==> src/burner_pkg.sv <==
/*
 Constants and types shared by the burner safety sequencer.
 Assumes a 250 MHz pclk and an APB master with 32-bit data.
*/
// Contract
// - call, limits and preignition closed, no flame: load relay, timer, blower
// - at 4 s drive firing-rate motor to high fire
// - from 4 s the timer runs without the load relay
// - at 9.5 s open airflow proof drops load relay, no trial
// - running interlock opening until run end shuts down, timer finishes
// - flame accepted from 15 s; flame before 57.5 s shuts down
// - at 45 s drive firing-rate motor to low fire
// - at 52 s wait for low fire and timer switches until 66 s
// - at 57.5 s heat lockout heater, ignore preignition interlocks
// - at 60 s ignition and pilot on, or main valve if direct spark
// - flame during trial pulls flame relay and stops heater
// - at 70 s without flame relay: safety shutdown and lockout
// - at 70 s with flame proven open main fuel valve
// - after 70 s flame relay may not newly pull in
// - short pilot/ignition output off at 80 s
// - first variant: long pilot/ignition off at 100 s
// - second variant: long pilot/ignition off at 85 s
// - at 100 s firing rate released to external modulation
// - at 104 s timer halts in run while burner fires
// - call withdrawn: load relay and main valve off, postpurge starts
// - modulation ends at 112 s, low fire drive at 116 s
// - at 120 s timer and blower stop, back to standby
package burner_pkg;

    // ----------------------------------------------------------------
    // time base
    // ----------------------------------------------------------------
    localparam int CLK_HZ = 250_000_000;
    localparam int TICK_MS = 500;
    localparam int TICK_CYCLES = CLK_HZ / 1000 * TICK_MS;

    // ----------------------------------------------------------------
    // event times, ms, and their tick positions
    // ----------------------------------------------------------------
    localparam int T_HIGH_MS = 4000;
    localparam int T_AIR_MS = 9500;
    localparam int T_FLAME_MS = 15000;
    localparam int T_LOW_MS = 45000;
    localparam int T_LFCHK_MS = 52000;
    localparam int T_HTR_MS = 57500;
    localparam int T_TRIAL_MS = 60000;
    localparam int T_BYPASS_MS = 66000;
    localparam int T_TEND_MS = 70000;
    localparam int T_SHORT_MS = 80000;
    localparam int T_LONGB_MS = 85000;
    localparam int T_LONGA_MS = 100000;
    localparam int T_MOD_MS = 100000;
    localparam int T_RUN_MS = 104000;
    localparam int T_MODX_MS = 112000;
    localparam int T_PLOW_MS = 116000;
    localparam int T_END_MS = 120000;

    localparam logic [7:0] P_HIGH = 8'(T_HIGH_MS / TICK_MS);
    localparam logic [7:0] P_AIR = 8'(T_AIR_MS / TICK_MS);
    localparam logic [7:0] P_FLAME = 8'(T_FLAME_MS / TICK_MS);
    localparam logic [7:0] P_LOW = 8'(T_LOW_MS / TICK_MS);
    localparam logic [7:0] P_LFCHK = 8'(T_LFCHK_MS / TICK_MS);
    localparam logic [7:0] P_HTR = 8'(T_HTR_MS / TICK_MS);
    localparam logic [7:0] P_TRIAL = 8'(T_TRIAL_MS / TICK_MS);
    localparam logic [7:0] P_BYPASS = 8'(T_BYPASS_MS / TICK_MS);
    localparam logic [7:0] P_TEND = 8'(T_TEND_MS / TICK_MS);
    localparam logic [7:0] P_SHORT = 8'(T_SHORT_MS / TICK_MS);
    localparam logic [7:0] P_LONGB = 8'(T_LONGB_MS / TICK_MS);
    localparam logic [7:0] P_LONGA = 8'(T_LONGA_MS / TICK_MS);
    localparam logic [7:0] P_MOD = 8'(T_MOD_MS / TICK_MS);
    localparam logic [7:0] P_RUN = 8'(T_RUN_MS / TICK_MS);
    localparam logic [7:0] P_MODX = 8'(T_MODX_MS / TICK_MS);
    localparam logic [7:0] P_PLOW = 8'(T_PLOW_MS / TICK_MS);
    localparam logic [7:0] P_END = 8'(T_END_MS / TICK_MS);

    // ----------------------------------------------------------------
    // register map
    // ----------------------------------------------------------------
    localparam logic [7:0] ADDR_CTRL = 8'h00;
    localparam logic [7:0] ADDR_STATUS = 8'h04;
    localparam int CTRL_DIRECT = 0;
    localparam int CTRL_LONGB = 1;
    localparam int CTRL_UNLOCK = 2;
    localparam logic CTRL_DIRECT_RST = 1'h0;
    localparam logic CTRL_LONGB_RST = 1'h0;
    localparam int ST_LOAD = 8;
    localparam int ST_FLAME = 9;
    localparam int ST_LOCK = 10;
    localparam int ST_RUNS = 11;
    localparam int ST_CYC = 12;

    // ----------------------------------------------------------------
    // types
    // ----------------------------------------------------------------
    typedef enum logic [1:0] {STANDBY, CYCLE, LOCKOUT} seq_state_t;

    typedef struct packed {
        logic call_heat;
        logic limits_ok;
        logic preign_ok;
        logic running_ok;
        logic low_fire_ok;
        logic timer_sw_ok;
        logic flame_sense;
    } pins_t;

    typedef struct packed {
        logic load_relay;
        logic flame_relay;
        logic blower;
        logic fire_high;
        logic fire_low;
        logic modulate;
        logic ign_short;
        logic ign_long;
        logic main_valve;
        logic lockout_heater;
        logic lockout_contact;
    } outs_t;

endpackage

==> src/burner_safety_sequencer.sv <==
/*
 Burner safety sequencer: 120 s cycle with prepurge, trial, run and
 postpurge, plus an APB slave for options and status.
 Assumes pin inputs are asynchronous to pclk and that an APB master
 drives the register side.
*/
// Added by the designer: the APB register port and the register offsets.
`timescale 1ns/100ps
`default_nettype none
module burner_safety_sequencer #(
    parameter int TICK_CYCLES = burner_pkg::TICK_CYCLES
) (
    // clock and reset
    input wire logic pclk,
    input wire logic presetn,
    // apb slave
    input wire logic psel,
    input wire logic penable,
    input wire logic pwrite,
    input wire logic [7:0] paddr,
    input wire logic [31:0] pwdata,
    output var logic [31:0] prdata,
    output var logic pready,
    output var logic pslverr,
    // burner pins
    input wire burner_pkg::pins_t pins_in,
    output var burner_pkg::outs_t drive_out
);
    import burner_pkg::*;

    // ----------------------------------------------------------------
    // pin synchronisers
    // ----------------------------------------------------------------
    pins_t sync1;
    pins_t pin;

    always_ff @(posedge pclk or negedge presetn) begin
        if (!presetn) begin
            sync1 <= '0;
            pin <= '0;
        end else begin
            sync1 <= pins_in;
            pin <= sync1;
        end
    end

    // ----------------------------------------------------------------
    // declarations
    // ----------------------------------------------------------------
    seq_state_t st;
    seq_state_t next_st;
    logic [7:0] pos;
    logic [7:0] next_pos;
    logic [31:0] presc;
    logic [31:0] next_presc;
    logic load;
    logic next_load;
    logic flame;
    logic next_flame;
    logic direct;
    logic next_direct;
    logic long_b;
    logic next_long_b;
    logic [31:0] next_prdata;
    outs_t next_o;
    logic hold_lf;
    logic hold_run;
    logic run_ok;
    logic tick;
    logic wr;
    logic unlock;
    logic mapped;

    // ----------------------------------------------------------------
    // timer permission and tick
    // ----------------------------------------------------------------
    always_comb begin
        hold_lf = pos >= P_LFCHK && pos < P_BYPASS
                  && (!pin.low_fire_ok || !pin.timer_sw_ok);
        hold_run = pos == P_RUN && load;
        run_ok = st == CYCLE && !hold_lf && !hold_run
                 && (load || pos >= P_HIGH);
        tick = run_ok && presc == 32'(TICK_CYCLES - 1);
    end

    // ----------------------------------------------------------------
    // sequence next state
    // ----------------------------------------------------------------
    always_comb begin
        next_st = st;
        next_pos = pos;
        next_presc = presc;
        next_load = load;
        unique case (st)
            STANDBY: begin
                next_pos = 8'h00;
                next_presc = 32'h0;
                if (pin.call_heat && pin.limits_ok && pin.preign_ok
                    && !flame) begin
                    next_st = CYCLE;
                    next_load = 1'b1;
                end
            end
            CYCLE: begin
                if (tick) begin
                    next_presc = 32'h0;
                    next_pos = pos + 8'h01;
                end else if (run_ok) begin
                    next_presc = presc + 32'h1;
                end
                if (!pin.call_heat || !pin.limits_ok) begin
                    next_load = 1'b0;
                end
                if (pos < P_HTR && !pin.preign_ok) begin
                    next_load = 1'b0;
                end
                if (pos >= P_AIR && pos <= P_RUN && !pin.running_ok) begin
                    next_load = 1'b0;
                end
                if (pos >= P_FLAME && pos < P_HTR && flame) begin
                    next_load = 1'b0;
                end
                if (!load && pos < P_HIGH) begin
                    next_st = STANDBY;
                    next_load = 1'b0;
                end
                if (pos == P_TEND && load && !flame) begin
                    next_st = LOCKOUT;
                    next_load = 1'b0;
                end
                if (pos == P_END) begin
                    next_st = STANDBY;
                    next_load = 1'b0;
                end
            end
            LOCKOUT: begin
                next_load = 1'b0;
                next_presc = 32'h0;
                if (unlock) begin
                    next_st = STANDBY;
                    next_pos = 8'h00;
                end
            end
            default: begin
                next_st = STANDBY;
                next_load = 1'b0;
            end
        endcase
        next_flame = pin.flame_sense
                     && (flame || (st == CYCLE && pos >= P_FLAME
                     && pos < P_TEND));
    end

    // ----------------------------------------------------------------
    // output decode
    // ----------------------------------------------------------------
    always_comb begin
        next_o = '0;
        next_o.flame_relay = next_flame;
        next_o.fire_low = 1'b1;
        unique case (st)
            CYCLE: begin
                next_o.blower = 1'b1;
                next_o.fire_high = pos >= P_HIGH && pos < P_LOW;
                next_o.fire_low = pos < P_HIGH
                    || (pos >= P_LOW && pos < P_MOD)
                    || pos >= P_PLOW;
                next_o.modulate = pos >= P_MOD && pos < P_MODX;
                next_o.load_relay = next_load;
                if (load) begin
                    next_o.lockout_heater = pos >= P_HTR
                        && pos < P_TEND && !flame;
                    next_o.ign_short = pos >= P_TRIAL
                        && pos < P_SHORT;
                    next_o.ign_long = pos >= P_TRIAL
                        && pos < (long_b ? P_LONGB : P_LONGA);
                    next_o.main_valve = (direct && pos >= P_TRIAL)
                        || (flame && pos >= P_TEND);
                end
                if (!next_load) begin
                    next_o.main_valve = 1'b0;
                end
            end
            LOCKOUT: begin
                next_o.lockout_contact = 1'b1;
            end
            default: begin
                next_o.load_relay = 1'b0;
            end
        endcase
    end

    // ----------------------------------------------------------------
    // apb decode
    // ----------------------------------------------------------------
    always_comb begin
        wr = psel && penable && pwrite;
        mapped = paddr == ADDR_CTRL || paddr == ADDR_STATUS;
        unlock = wr && paddr == ADDR_CTRL && pwdata[CTRL_UNLOCK];
        next_direct = direct;
        next_long_b = long_b;
        if (wr && paddr == ADDR_CTRL) begin
            next_direct = pwdata[CTRL_DIRECT];
            next_long_b = pwdata[CTRL_LONGB];
        end
        next_prdata = prdata;
        if (psel && !penable) begin
            next_prdata = 32'h0;
            if (paddr == ADDR_CTRL) begin
                next_prdata[CTRL_DIRECT] = direct;
                next_prdata[CTRL_LONGB] = long_b;
            end else if (paddr == ADDR_STATUS) begin
                next_prdata[7:0] = pos;
                next_prdata[ST_LOAD] = load;
                next_prdata[ST_FLAME] = flame;
                next_prdata[ST_LOCK] = st == LOCKOUT;
                next_prdata[ST_RUNS] = run_ok;
                next_prdata[ST_CYC] = st == CYCLE;
            end
        end
        pready = 1'b1;
        pslverr = psel && penable && !mapped;
    end

    // ----------------------------------------------------------------
    // registers
    // ----------------------------------------------------------------
    always_ff @(posedge pclk or negedge presetn) begin
        if (!presetn) begin
            st <= STANDBY;
            pos <= 8'h00;
            presc <= 32'h0;
            load <= 1'b0;
            flame <= 1'b0;
            direct <= CTRL_DIRECT_RST;
            long_b <= CTRL_LONGB_RST;
            prdata <= 32'h0;
            drive_out <= '0;
        end else begin
            st <= next_st;
            pos <= next_pos;
            presc <= next_presc;
            load <= next_load;
            flame <= next_flame;
            direct <= next_direct;
            long_b <= next_long_b;
            prdata <= next_prdata;
            drive_out <= next_o;
        end
    end
endmodule
`default_nettype wire

==> config.mk <==
export PLATFORM = sky130hd
export DESIGN_NAME = burner_safety_sequencer
export DESIGN_NICKNAME = d
export VERILOG_FILES = /design/src/burner_pkg.sv /design/src/burner_safety_sequencer.sv
export SDC_FILE = /design/constraint.sdc
export NUM_CORES = 1
export LEC_CHECK = 0
export CAP_MARGIN = 10
export CORE_ASPECT_RATIO = 0.75
export CORE_MARGIN = 10
export CORE_UTILIZATION = 60
export CTS_CLUSTER_DIAMETER = 40
export DETAILED_ROUTE_END_ITERATION = 10
export DONT_BUFFER_PORTS = 1
export HOLD_SLACK_MARGIN = 0.15
export PLACE_DENSITY_LB_ADDON = 0.2
export SKIP_LAST_GASP = 1
export SYNTH_ARGS = -nofsm -noshare
export SYNTH_HDL_FRONTEND = slang
export SYNTH_SLANG_ARGS = --single-unit
==> constraint.sdc <==
create_clock -name pclk -period 2.53 [get_ports pclk]
set_input_delay 0.253 -clock pclk [delete_from_list [all_inputs] [get_ports pclk]]
set_output_delay 0.253 -clock pclk [all_outputs]
set_load 0.005 [all_outputs]
==> flow_summary.yaml, run 1 <==
placed_design:
  dp_hpwl_mm: 7.30
  placed_area_um2: 4450
  place_congestion: 0.908
  dp_slack_ps: 137
  port_buffers: 0
timing:
  finalMaxSlewViolations: 0
  post-route-min-period_ps: 2370
  skew_ps: 12.2
  hold_viol_final: 0
  hold_ws_ps: 201
  rsz0062_at_grt: "false"
  setup-violations-final: 0
  tightest_slew_ps: 524
  relSlewSlack_pct: 65.1
  setup_ws_ps: 156
  finalSetupTns_ps: 0
  max_freq_mhz: 421
  post-route-period-util_pct: 93.8
die:
  initial_core_util_pct: 62.7
  coreArea_um2: 6930
  row_count: 26
  io_pins: 97
  die_area_um2: 11100
  die_width_um: 118
  die_y_um: 93.7
synth:
  yosysSeqAreaShare_pct: 47.8
  synth_commonest_cells: "83 x dfrtp_1, 32 x a21oi_1, 26 x nand2_1"
  ys_ff_latch: 83
  yosys.area.top_type_share_pct: 47.8
  synth-async-reset-ratio_pct: 100
  syn_area_um2: 4340
  synth-edff-count: 0
  synthDistinctLibCells: 59
  synth_top_area_cell: "dfrtp_1"
  synth_area_leaders: "dfrtp_1 48%, a21oi_1 3.7%, buf_4 3.6%"
  avgSynthCellArea_um2: 9.85
  synth_ff_type: "dfrtp_1"
  synth_cells: 441
  synth.most_common_cell: "dfrtp_1"
  yosysWarningCount: 0
layout:
  final_nets: 518
  fillers: 521
  finalCoreUtilization_pct: 69.6
  finalInstanceArea_um2: 4820
  area_growth_pct: 11.1
  drive_gt1_share_pct: 12.2
  n_antenna_cell: 0
clock_network:
  cts_tree: "built"
  htreeDepth: 3
  clk_latency_ps: 360
  root_buffer: "clkbuf_8"
  clock_path_buffers: 2
  cts_sinks: 83
  cts_made_buffers: 9
  postCtsSetupRepairBufs: 0
  clk_pin_slew_worst_paths_ps: 90
critical_path:
  cp.required_ps: 2800
  cp-end-kind: "flop"
  worstPathCellList: "or4b_4, nor4_4, a211oi_2, nand3_1, nand2_2, buf_12, a21oi_1"
  crit_arrival_ps: 2650
  cp-start-kind: "flop"
  cp_slowest_stage_delay_ps: 550
  critPathKind: "reg2reg"
  cp_slowest_cell: "or4b_4"
  path_max_fanout: 19
routing:
  drt_first_pass_iters: 5
  dr.first_iter.drc_count: 286
  vias: 3544
  viasPerCell: 6.28
  wl_per_cell_um: 18.2
  postRouteWirelength_mm: 10.2
  drc: 0
  drtAntennaViolNets: 0
global_routing:
  grt_pass1_wl_mm: 17.0
  grt_max_degree: 84
  antenna_found_initial: 0
  grt_overflow: 0
  grt_pass1_vias: 3339
  grtUsageTotal_pct: 18.7
pwr:
  p_int_uw: 1900
  p_sw_uw: 704
  power_density_nw_per_um2: 540
  p_leak_uw: 0.00196
  ir_drop_mv: 0.387
  clock_power_share_pct: 38.0
  combPwrFrac_pct: 9.2
  seqPwrFrac_pct: 52.8
  switching_share_pct: 27.0
worst_hold_path:
  hp-class: "in2reg"
run_status:
  status: "finished clean"
run:
  cap_violations: 0
==> flip-flops by register name (all words and copies together) (netlist names), 2 cells and up <==
name	count
st	2
pos	8
prdata	13
presc	32
sync1	7
drive_out	10
pin	7
==> power groups by stage <==
stage	Sequential (µW)	Clock, µW	Combinational (µW)
3_5_place_dp	1400	0	190
4_1_cts	1370	1020	237
2_1_floorplan	1380	0	178
5_1_grt	1380	1070	267
6_report	1380	990	241
3_3_place_gp	1400	0	187
==> cells by family after synthesis <==
logic type,after synthesis,synth area share (%)
xor+xnor,3,0.605
other cells,2,0.173
fa+ha+maj,5,1.44
compound gates,112,17.4
mux,5,1.21
flops,83,47.8
buf+inv,55,7.32
simple gates,176,24.0
==> final cells by class <==
type	count	area (µm²)	share of cell area, %
Clock inverter	7	81.3	1.69
Tap cell	98	123	2.54
Sequential cell	83	2080	43.1
Clock buffer	9	124	2.57
Multi-Input combinational cell	321	2040	42.2
Inverter	10	37.5	0.778
Timing Repair Buffer	36	345	7.16
==> placed cells by master (no fill, tap or decap), types with 8 or more instances in the layout <==
cell type      instances
a21oi_1               32
a22o_1                10
and3_1                11
buf_4                 21
clkbuf_8               9
conb_1                20
dfrtp_1               83
dlygate4sd3_1         12
inv_1                 10
nand2_1               25
nand3_1               22
nand4_1               16
nor2_1                21
nor3_1                 8
o21ai_0               10
o21ai_1               12
o31ai_1               18
or3_1                 17
or4_1                 17
==> worst max-delay path, delay by kind of cell, from the launching register on <==
family / cells / cell delay, ps
AND/OR/NAND/NOR: 4 / 1290
flip-flops: 1 / 470
AO/OA/AOI/OAI: 2 / 320
buffers and inverters: 1 / 200
==> path summary, 6_finish.rpt <==
check                               end  depth (start not counted)     start  slack, ps
max in group asynchronous  drive_out[2]                          2   presetn       1720
setup reg to reg              presc[23]                          7    pos[3]        160
hold reg to reg                  pin[2]                          0  sync1[2]        350
min in group asynchronous     presc[31]                          2   presetn        490
hold / removal                prdata[0]                          3  paddr[2]        200
setup / recovery              presc[23]                          7    pos[3]        160
==> what timing repair did <==
item / CTS / global route
endpoints found under the hold margin: 94 / 0
endpoints found under the setup margin: 0 / 23
hold buffers: 13 / 0
gates resized for setup: 0 / 4
==> routing by layer <==
layer	vias to the layer above	share of wire [%]	track usage, %
li1	1656	-	-
met1	1712	46	26.5
met2	164	43	26.4
met3	12	9.4	5.65
met4	0	1.1	6.06
met5	-	0	0
==> metrics by stage <==
stage / cells / power [µW]
3_5_place_dp: 535 / 1590
5_1_grt: 564 / 2720
2_1_floorplan: 459 / 1560
6_report: 564 / 2610
3_3_place_gp: 535 / 1590
4_1_cts: 564 / 2630
Power figures use the tool's default switching activity.
==> run 2: changes to the inputs <==
--- a/config.mk
+++ b/config.mk
@@ -14,6 +14,7 @@
 export DONT_BUFFER_PORTS = 1
 export HOLD_SLACK_MARGIN = 0.15
 export PLACE_DENSITY_LB_ADDON = 0.2
+export REMOVE_ABC_BUFFERS = 1
 export SKIP_LAST_GASP = 1
 export SYNTH_ARGS = -nofsm -noshare
 export SYNTH_HDL_FRONTEND = slang
==> flow_summary.yaml, run 2 (synthesis gave the netlist of run 1 again) <==
layout:
  n_antenna_cell: 0
  layout_commonest_cell: "dfrtp_1"
  drive_gt1_share_pct: 13.6
  final_cell_mix: "82 x dfrtp_1, 32 x a21oi_1, 26 x nand2_1, 26 x buf_4, 21 x nand3_1"
  fillers: 531
  top_regs: "presc: 32 flops, prdata: 13 flops, drive_out: 10 flops"
  largest_reg_flops: 32
  area_growth_pct: 12.2
  final_nets: 523
  top_register: "presc"
  finalInstanceArea_um2: 4870
  finalCoreUtilization_pct: 70.3
placed_design:
  dp_hpwl_mm: 7.52
  port_buffers: 0
  placed_area_um2: 4490
  place_congestion: 0.937
  dp_slack_ps: 99.2
routing:
  wl_per_cell_um: 18.4
  postRouteWirelength_mm: 10.5
  dr.first_iter.drc_count: 331
  drtAntennaViolNets: 0
  drc: 0
  vias: 3613
  drt_first_pass_iters: 5
  viasPerCell: 6.35
global_routing:
  grt_max_degree: 84
  grt_pass1_wl_mm: 17.5
  antenna_found_initial: 0
  grt_overflow: 0
  grt_pass1_vias: 3449
  grtUsageTotal_pct: 19.3
timing:
  tightest_slew_ps: 526
  finalMaxSlewViolations: 0
  relSlewSlack_pct: 65.0
  hold_viol_final: 0
  post-route-min-period_ps: 2380
  skew_ps: 9.59
  rsz0062_at_grt: "false"
  setup_ws_ps: 150
  post-route-period-util_pct: 94.1
  hold_ws_ps: 178
  max_freq_mhz: 420
  setup-violations-final: 0
die:
  die_y_um: 93.7
  row_count: 26
  coreArea_um2: 6930
  die_width_um: 118
  initial_core_util_pct: 62.7
  io_pins: 97
  die_area_um2: 11100
pwr:
  seqPwrFrac_pct: 51.8
  ir_drop_mv: 0.415
  clock_power_share_pct: 38.1
  p_leak_uw: 0.00198
  p_sw_uw: 702
  switching_share_pct: 26.6
  combPwrFrac_pct: 10.1
  p_int_uw: 1930
  power_density_nw_per_um2: 541
critical_path:
  critPathKind: "reg2reg"
  cp-end-kind: "flop"
  worst-path-buf-inv: 0
  path_max_fanout: 7
  regToRegStartpoint: "presc[27]"
  crit_cells: 6
  crit_arrival_ps: 2640
  worstPathCellList: "nor4b_1, nand3_1, or4_1, nor4_2, a211oi_1, a31o_2"
  crit_start: "presc[27]"
  r2r_cells: 6
  cp_slowest_stage_delay_ps: 510
  critical-path-top-delay-family: "simple AND/OR/NAND/NOR gates"
  cp_slowest_cell: "or4_1"
  ff2ff_setup_slack_ps: 150
  cp-start-kind: "flop"
  cp.required_ps: 2790
worst_hold_path:
  hold-path-cell-count: 3
  hp-class: "in2reg"
  min-delay-start: "paddr[2]"
clock_network:
  htreeDepth: 3
  clk_latency_ps: 360
  cts_sinks: 83
  cts_tree: "built"
  cts_made_buffers: 9
  postCtsSetupRepairBufs: 0
  clock_path_buffers: 2
  clk_pin_slew_worst_paths_ps: 90
  root_buffer: "clkbuf_8"
run:
  cap_violations: 0
run_status:
  status: "finished clean"
run 2: final timing paths:
check	end
min reg2reg	pin[6]
max in group asynchronous	pos[4]
max reg2reg	pos[7]
min	prdata[0]
min in group asynchronous	sync1[0]
max	pos[7]
run 2: cell type report:
| class | count | area (µm²) | area share (%) |
|---|---|---|---|
| sequential | 83 | 2080 | 42.7 |
| multi-input combinational | 321 | 2040 | 41.9 |
| timing repair buffer | 41 | 383 | 7.86 |
| clock buffer | 10 | 138 | 2.83 |
| tap | 98 | 123 | 2.52 |
| clock inverter | 6 | 72.6 | 1.49 |
| inverter | 10 | 37.5 | 0.771 |
run 2: power groups by stage:
| stage | Combinational (µW) | Clock [µW] | Sequential, µW |
|---|---|---|---|
| 3_5_place_dp | 215 | 0 | 1390 |
| 5_1_grt | 294 | 1090 | 1370 |
| 2_1_floorplan | 111 | 0 | 1400 |
| 6_report | 266 | 1000 | 1360 |
| 4_1_cts | 260 | 1020 | 1360 |
| 3_3_place_gp | 209 | 0 | 1390 |
run 2: metal layers:
metal  wire [µm]  GRT usage [%]  vias up  share of wire, %
li1            -              -     1671                 -
met2        4650           28.5      154                45
met4         137           5.75        0               1.3
met3         800           6.13       16               7.7
met1        4860           26.4     1772                47
met5           0              0        -                 0
run 2: timing repair:
action	CTS	global route
hold buffers	13	0
resized for setup	0	6
endpoints found under the setup margin	0	24
endpoints found under the hold margin	94	0
run 2: through the flow:
stage	setup TNS [ps]	total power (µW)	std cells
floorplan	-1.25	1510	414
global placement	0	1600	540
detailed placement	0	1610	540
CTS	0	2650	569
global route	0	2750	569
finish	0	2640	569
run 2: worst register-to-register path, stage by stage (launching register included):
cell	delay, ps
dfrtp_1	480
nor4b_1	430
nand3_1	110
or4_1	510
nor4_2	390
a211oi_1	130
a31o_2	220
==> run 3: changes to the inputs <==
--- a/config.mk
+++ b/config.mk
@@ -8,7 +8,7 @@
 export CAP_MARGIN = 10
 export CORE_ASPECT_RATIO = 0.75
 export CORE_MARGIN = 10
-export CORE_UTILIZATION = 60
+export CORE_UTILIZATION = 25
 export CTS_CLUSTER_DIAMETER = 40
 export DETAILED_ROUTE_END_ITERATION = 10
 export DONT_BUFFER_PORTS = 1
==> flow_summary.yaml, run 3 (synthesis gave the netlist of run 1 again) <==
timing:
  hold_viol_final: 0
  post-route-min-period_ps: 2360
  setup_ws_ps: 173
  setup-violations-final: 0
  post-route-period-util_pct: 93.2
  finalMaxSlewViolations: 0
  relSlewSlack_pct: 61.4
  skew_ps: 8.27
  max_freq_mhz: 424
  rsz0062_at_grt: "false"
  finalSetupTns_ps: 0
  tightest_slew_ps: 575
clock_network:
  cts_tree: "built"
  htreeDepth: 3
  clk_pin_slew_worst_paths_ps: 60
  clk_latency_ps: 350
  root_buffer: "clkbuf_16"
  cts_made_buffers: 9
  cts_sinks: 83
  postCtsSetupRepairBufs: 0
  clock_path_buffers: 2
critical_path:
  path_max_fanout: 5
  worstReg2RegEnd: "pos[7]"
  crit_start: "presc[20]"
  cp-end-kind: "flop"
  cp.required_ps: 2770
  endpoint: "pos[7]"
  critPathKind: "reg2reg"
  ff2ff_setup_slack_ps: 170
  worstPathCellList: "and3_1, nand4_1, or4_1, nor4_2, buf_4, a211oi_1, a31o_2"
  crit_arrival_ps: 2590
  cp_slowest_cell: "or4_1"
  cp-start-kind: "flop"
  r2r_cells: 7
  regToRegStartpoint: "presc[20]"
  cp_slowest_stage_delay_ps: 660
pwr:
  p_int_uw: 2350
  seqPwrFrac_pct: 43.9
  p_sw_uw: 778
  power_density_nw_per_um2: 603
  ir_drop_mv: 0.338
  switching_share_pct: 24.9
  clock_power_share_pct: 47.2
  combPwrFrac_pct: 8.9
  p_leak_uw: 0.00209
routing:
  drt_first_pass_iters: 4
  vias: 3539
  viasPerCell: 5.11
  wl_per_cell_um: 17.3
  dr.first_iter.drc_count: 221
  postRouteWirelength_mm: 12.0
  drtAntennaViolNets: 0
  drc: 0
layout:
  top_regs: "presc: 32 flops, prdata: 13 flops, drive_out: 10 flops"
  n_antenna_cell: 0
  drive_gt1_share_pct: 14.6
  final_nets: 530
  top_register: "presc"
  layout_commonest_cell: "dfrtp_1"
  finalInstanceArea_um2: 5190
  area_growth_pct: 19.5
  final_cell_mix: "83 x dfrtp_1, 34 x buf_4, 32 x a21oi_1, 26 x nand2_1"
  largest_reg_flops: 32
global_routing:
  grt_max_degree: 84
  grt_pass1_wl_mm: 19.3
  grtUsageTotal_pct: 10.6
  antenna_found_initial: 0
  grt_pass1_vias: 3478
  grt_overflow: 0
die:
  die_y_um: 134
  row_count: 41
  die_area_um2: 23100
  initial_core_util_pct: 25.6
  coreArea_um2: 16900
  io_pins: 97
  die_width_um: 172
placed_design:
  port_buffers: 0
  dp_slack_ps: 52.7
  placed_area_um2: 4710
  dp_hpwl_mm: 8.68
  place_congestion: 0.844
run_status:
  status: "finished clean"
worst_hold_path:
  hold-path-cell-count: 3
  hp-class: "in2reg"
run:
  cap_violations: 0
run 3: cell count changes in the layout (fill, tap and decap cells not counted), moves of 2 or more:
| cell | previous run | this run |
|---|---|---|
| buf_4 | 26 | 34 |
| clkbuf_8 | 10 | 1 |
| clkinvlp_4 | 3 | 0 |
| dlygate4sd3_1 | 12 | 10 |
| clkbuf_16 | 0 | 9 |
| clkinv_4 | 0 | 2 |
run 3: layout make-up:
class	instances	area, µm²
sequential	83	2080
fill	1747	11700
tap	215	269
clock buffer	10	239
clock inverter	6	95.1
inverter	10	37.5
timing repair buffer	48	443
multi-input combinational	321	2030
run 3: worst min path at each step:
stage / from / end / slack [ps]
after floorplan: presetn / direct / -40
after global routing: paddr[2] / prdata[1] / 200
after CTS: paddr[2] / prdata[0] / 170
after detailed placement: presetn / presc[16] / -30
after global placement: presetn / presc[14] / -40
final: paddr[2] / prdata[0] / 190
run 3: power groups by stage:
stage          sequential [µW]  clock [µW]  combinational (µW)
2_1_floorplan             1400           0                 111
3_5_place_dp              1400           0                 232
5_1_grt                   1380        1590                 310
3_3_place_gp              1400           0                 230
4_1_cts                   1370        1540                 279
6_report                  1370        1480                 278
run 3: metal layers:
layer	vias to the layer above	global-route usage [%]	routed length [µm]
met5	-	0	0
met2	79	14.3	4840
met3	11	2.61	625
li1	1687	-	-
met4	0	3.92	182
met1	1762	15.7	6340
run 3: timing repair:
action | in CTS | in global routing
resized for setup | 0 | 3
setup endpoints to repair | 0 | 28
hold buffers | 11 | 0
endpoints found under the hold margin | 92 | 0
run 3: per-stage QoR:
step	instances	utilization, %	hold slack, ps	power, µW
global placement	666	27.8	-36.4	1630
global route	693	30.7	196	3270
finish	693	30.7	188	3130
CTS	693	30.6	175	3190
floorplan	414	-	-42.6	1510
detailed placement	666	27.8	-34.9	1630
run 3: critical path: cells and delay by family, from the launching register on:
kind,cells,cell delay [ps]
flip-flops,1,410
buffers and inverters,1,170
AO/OA/AOI/OAI,2,280
AND/OR/NAND/NOR,4,1390
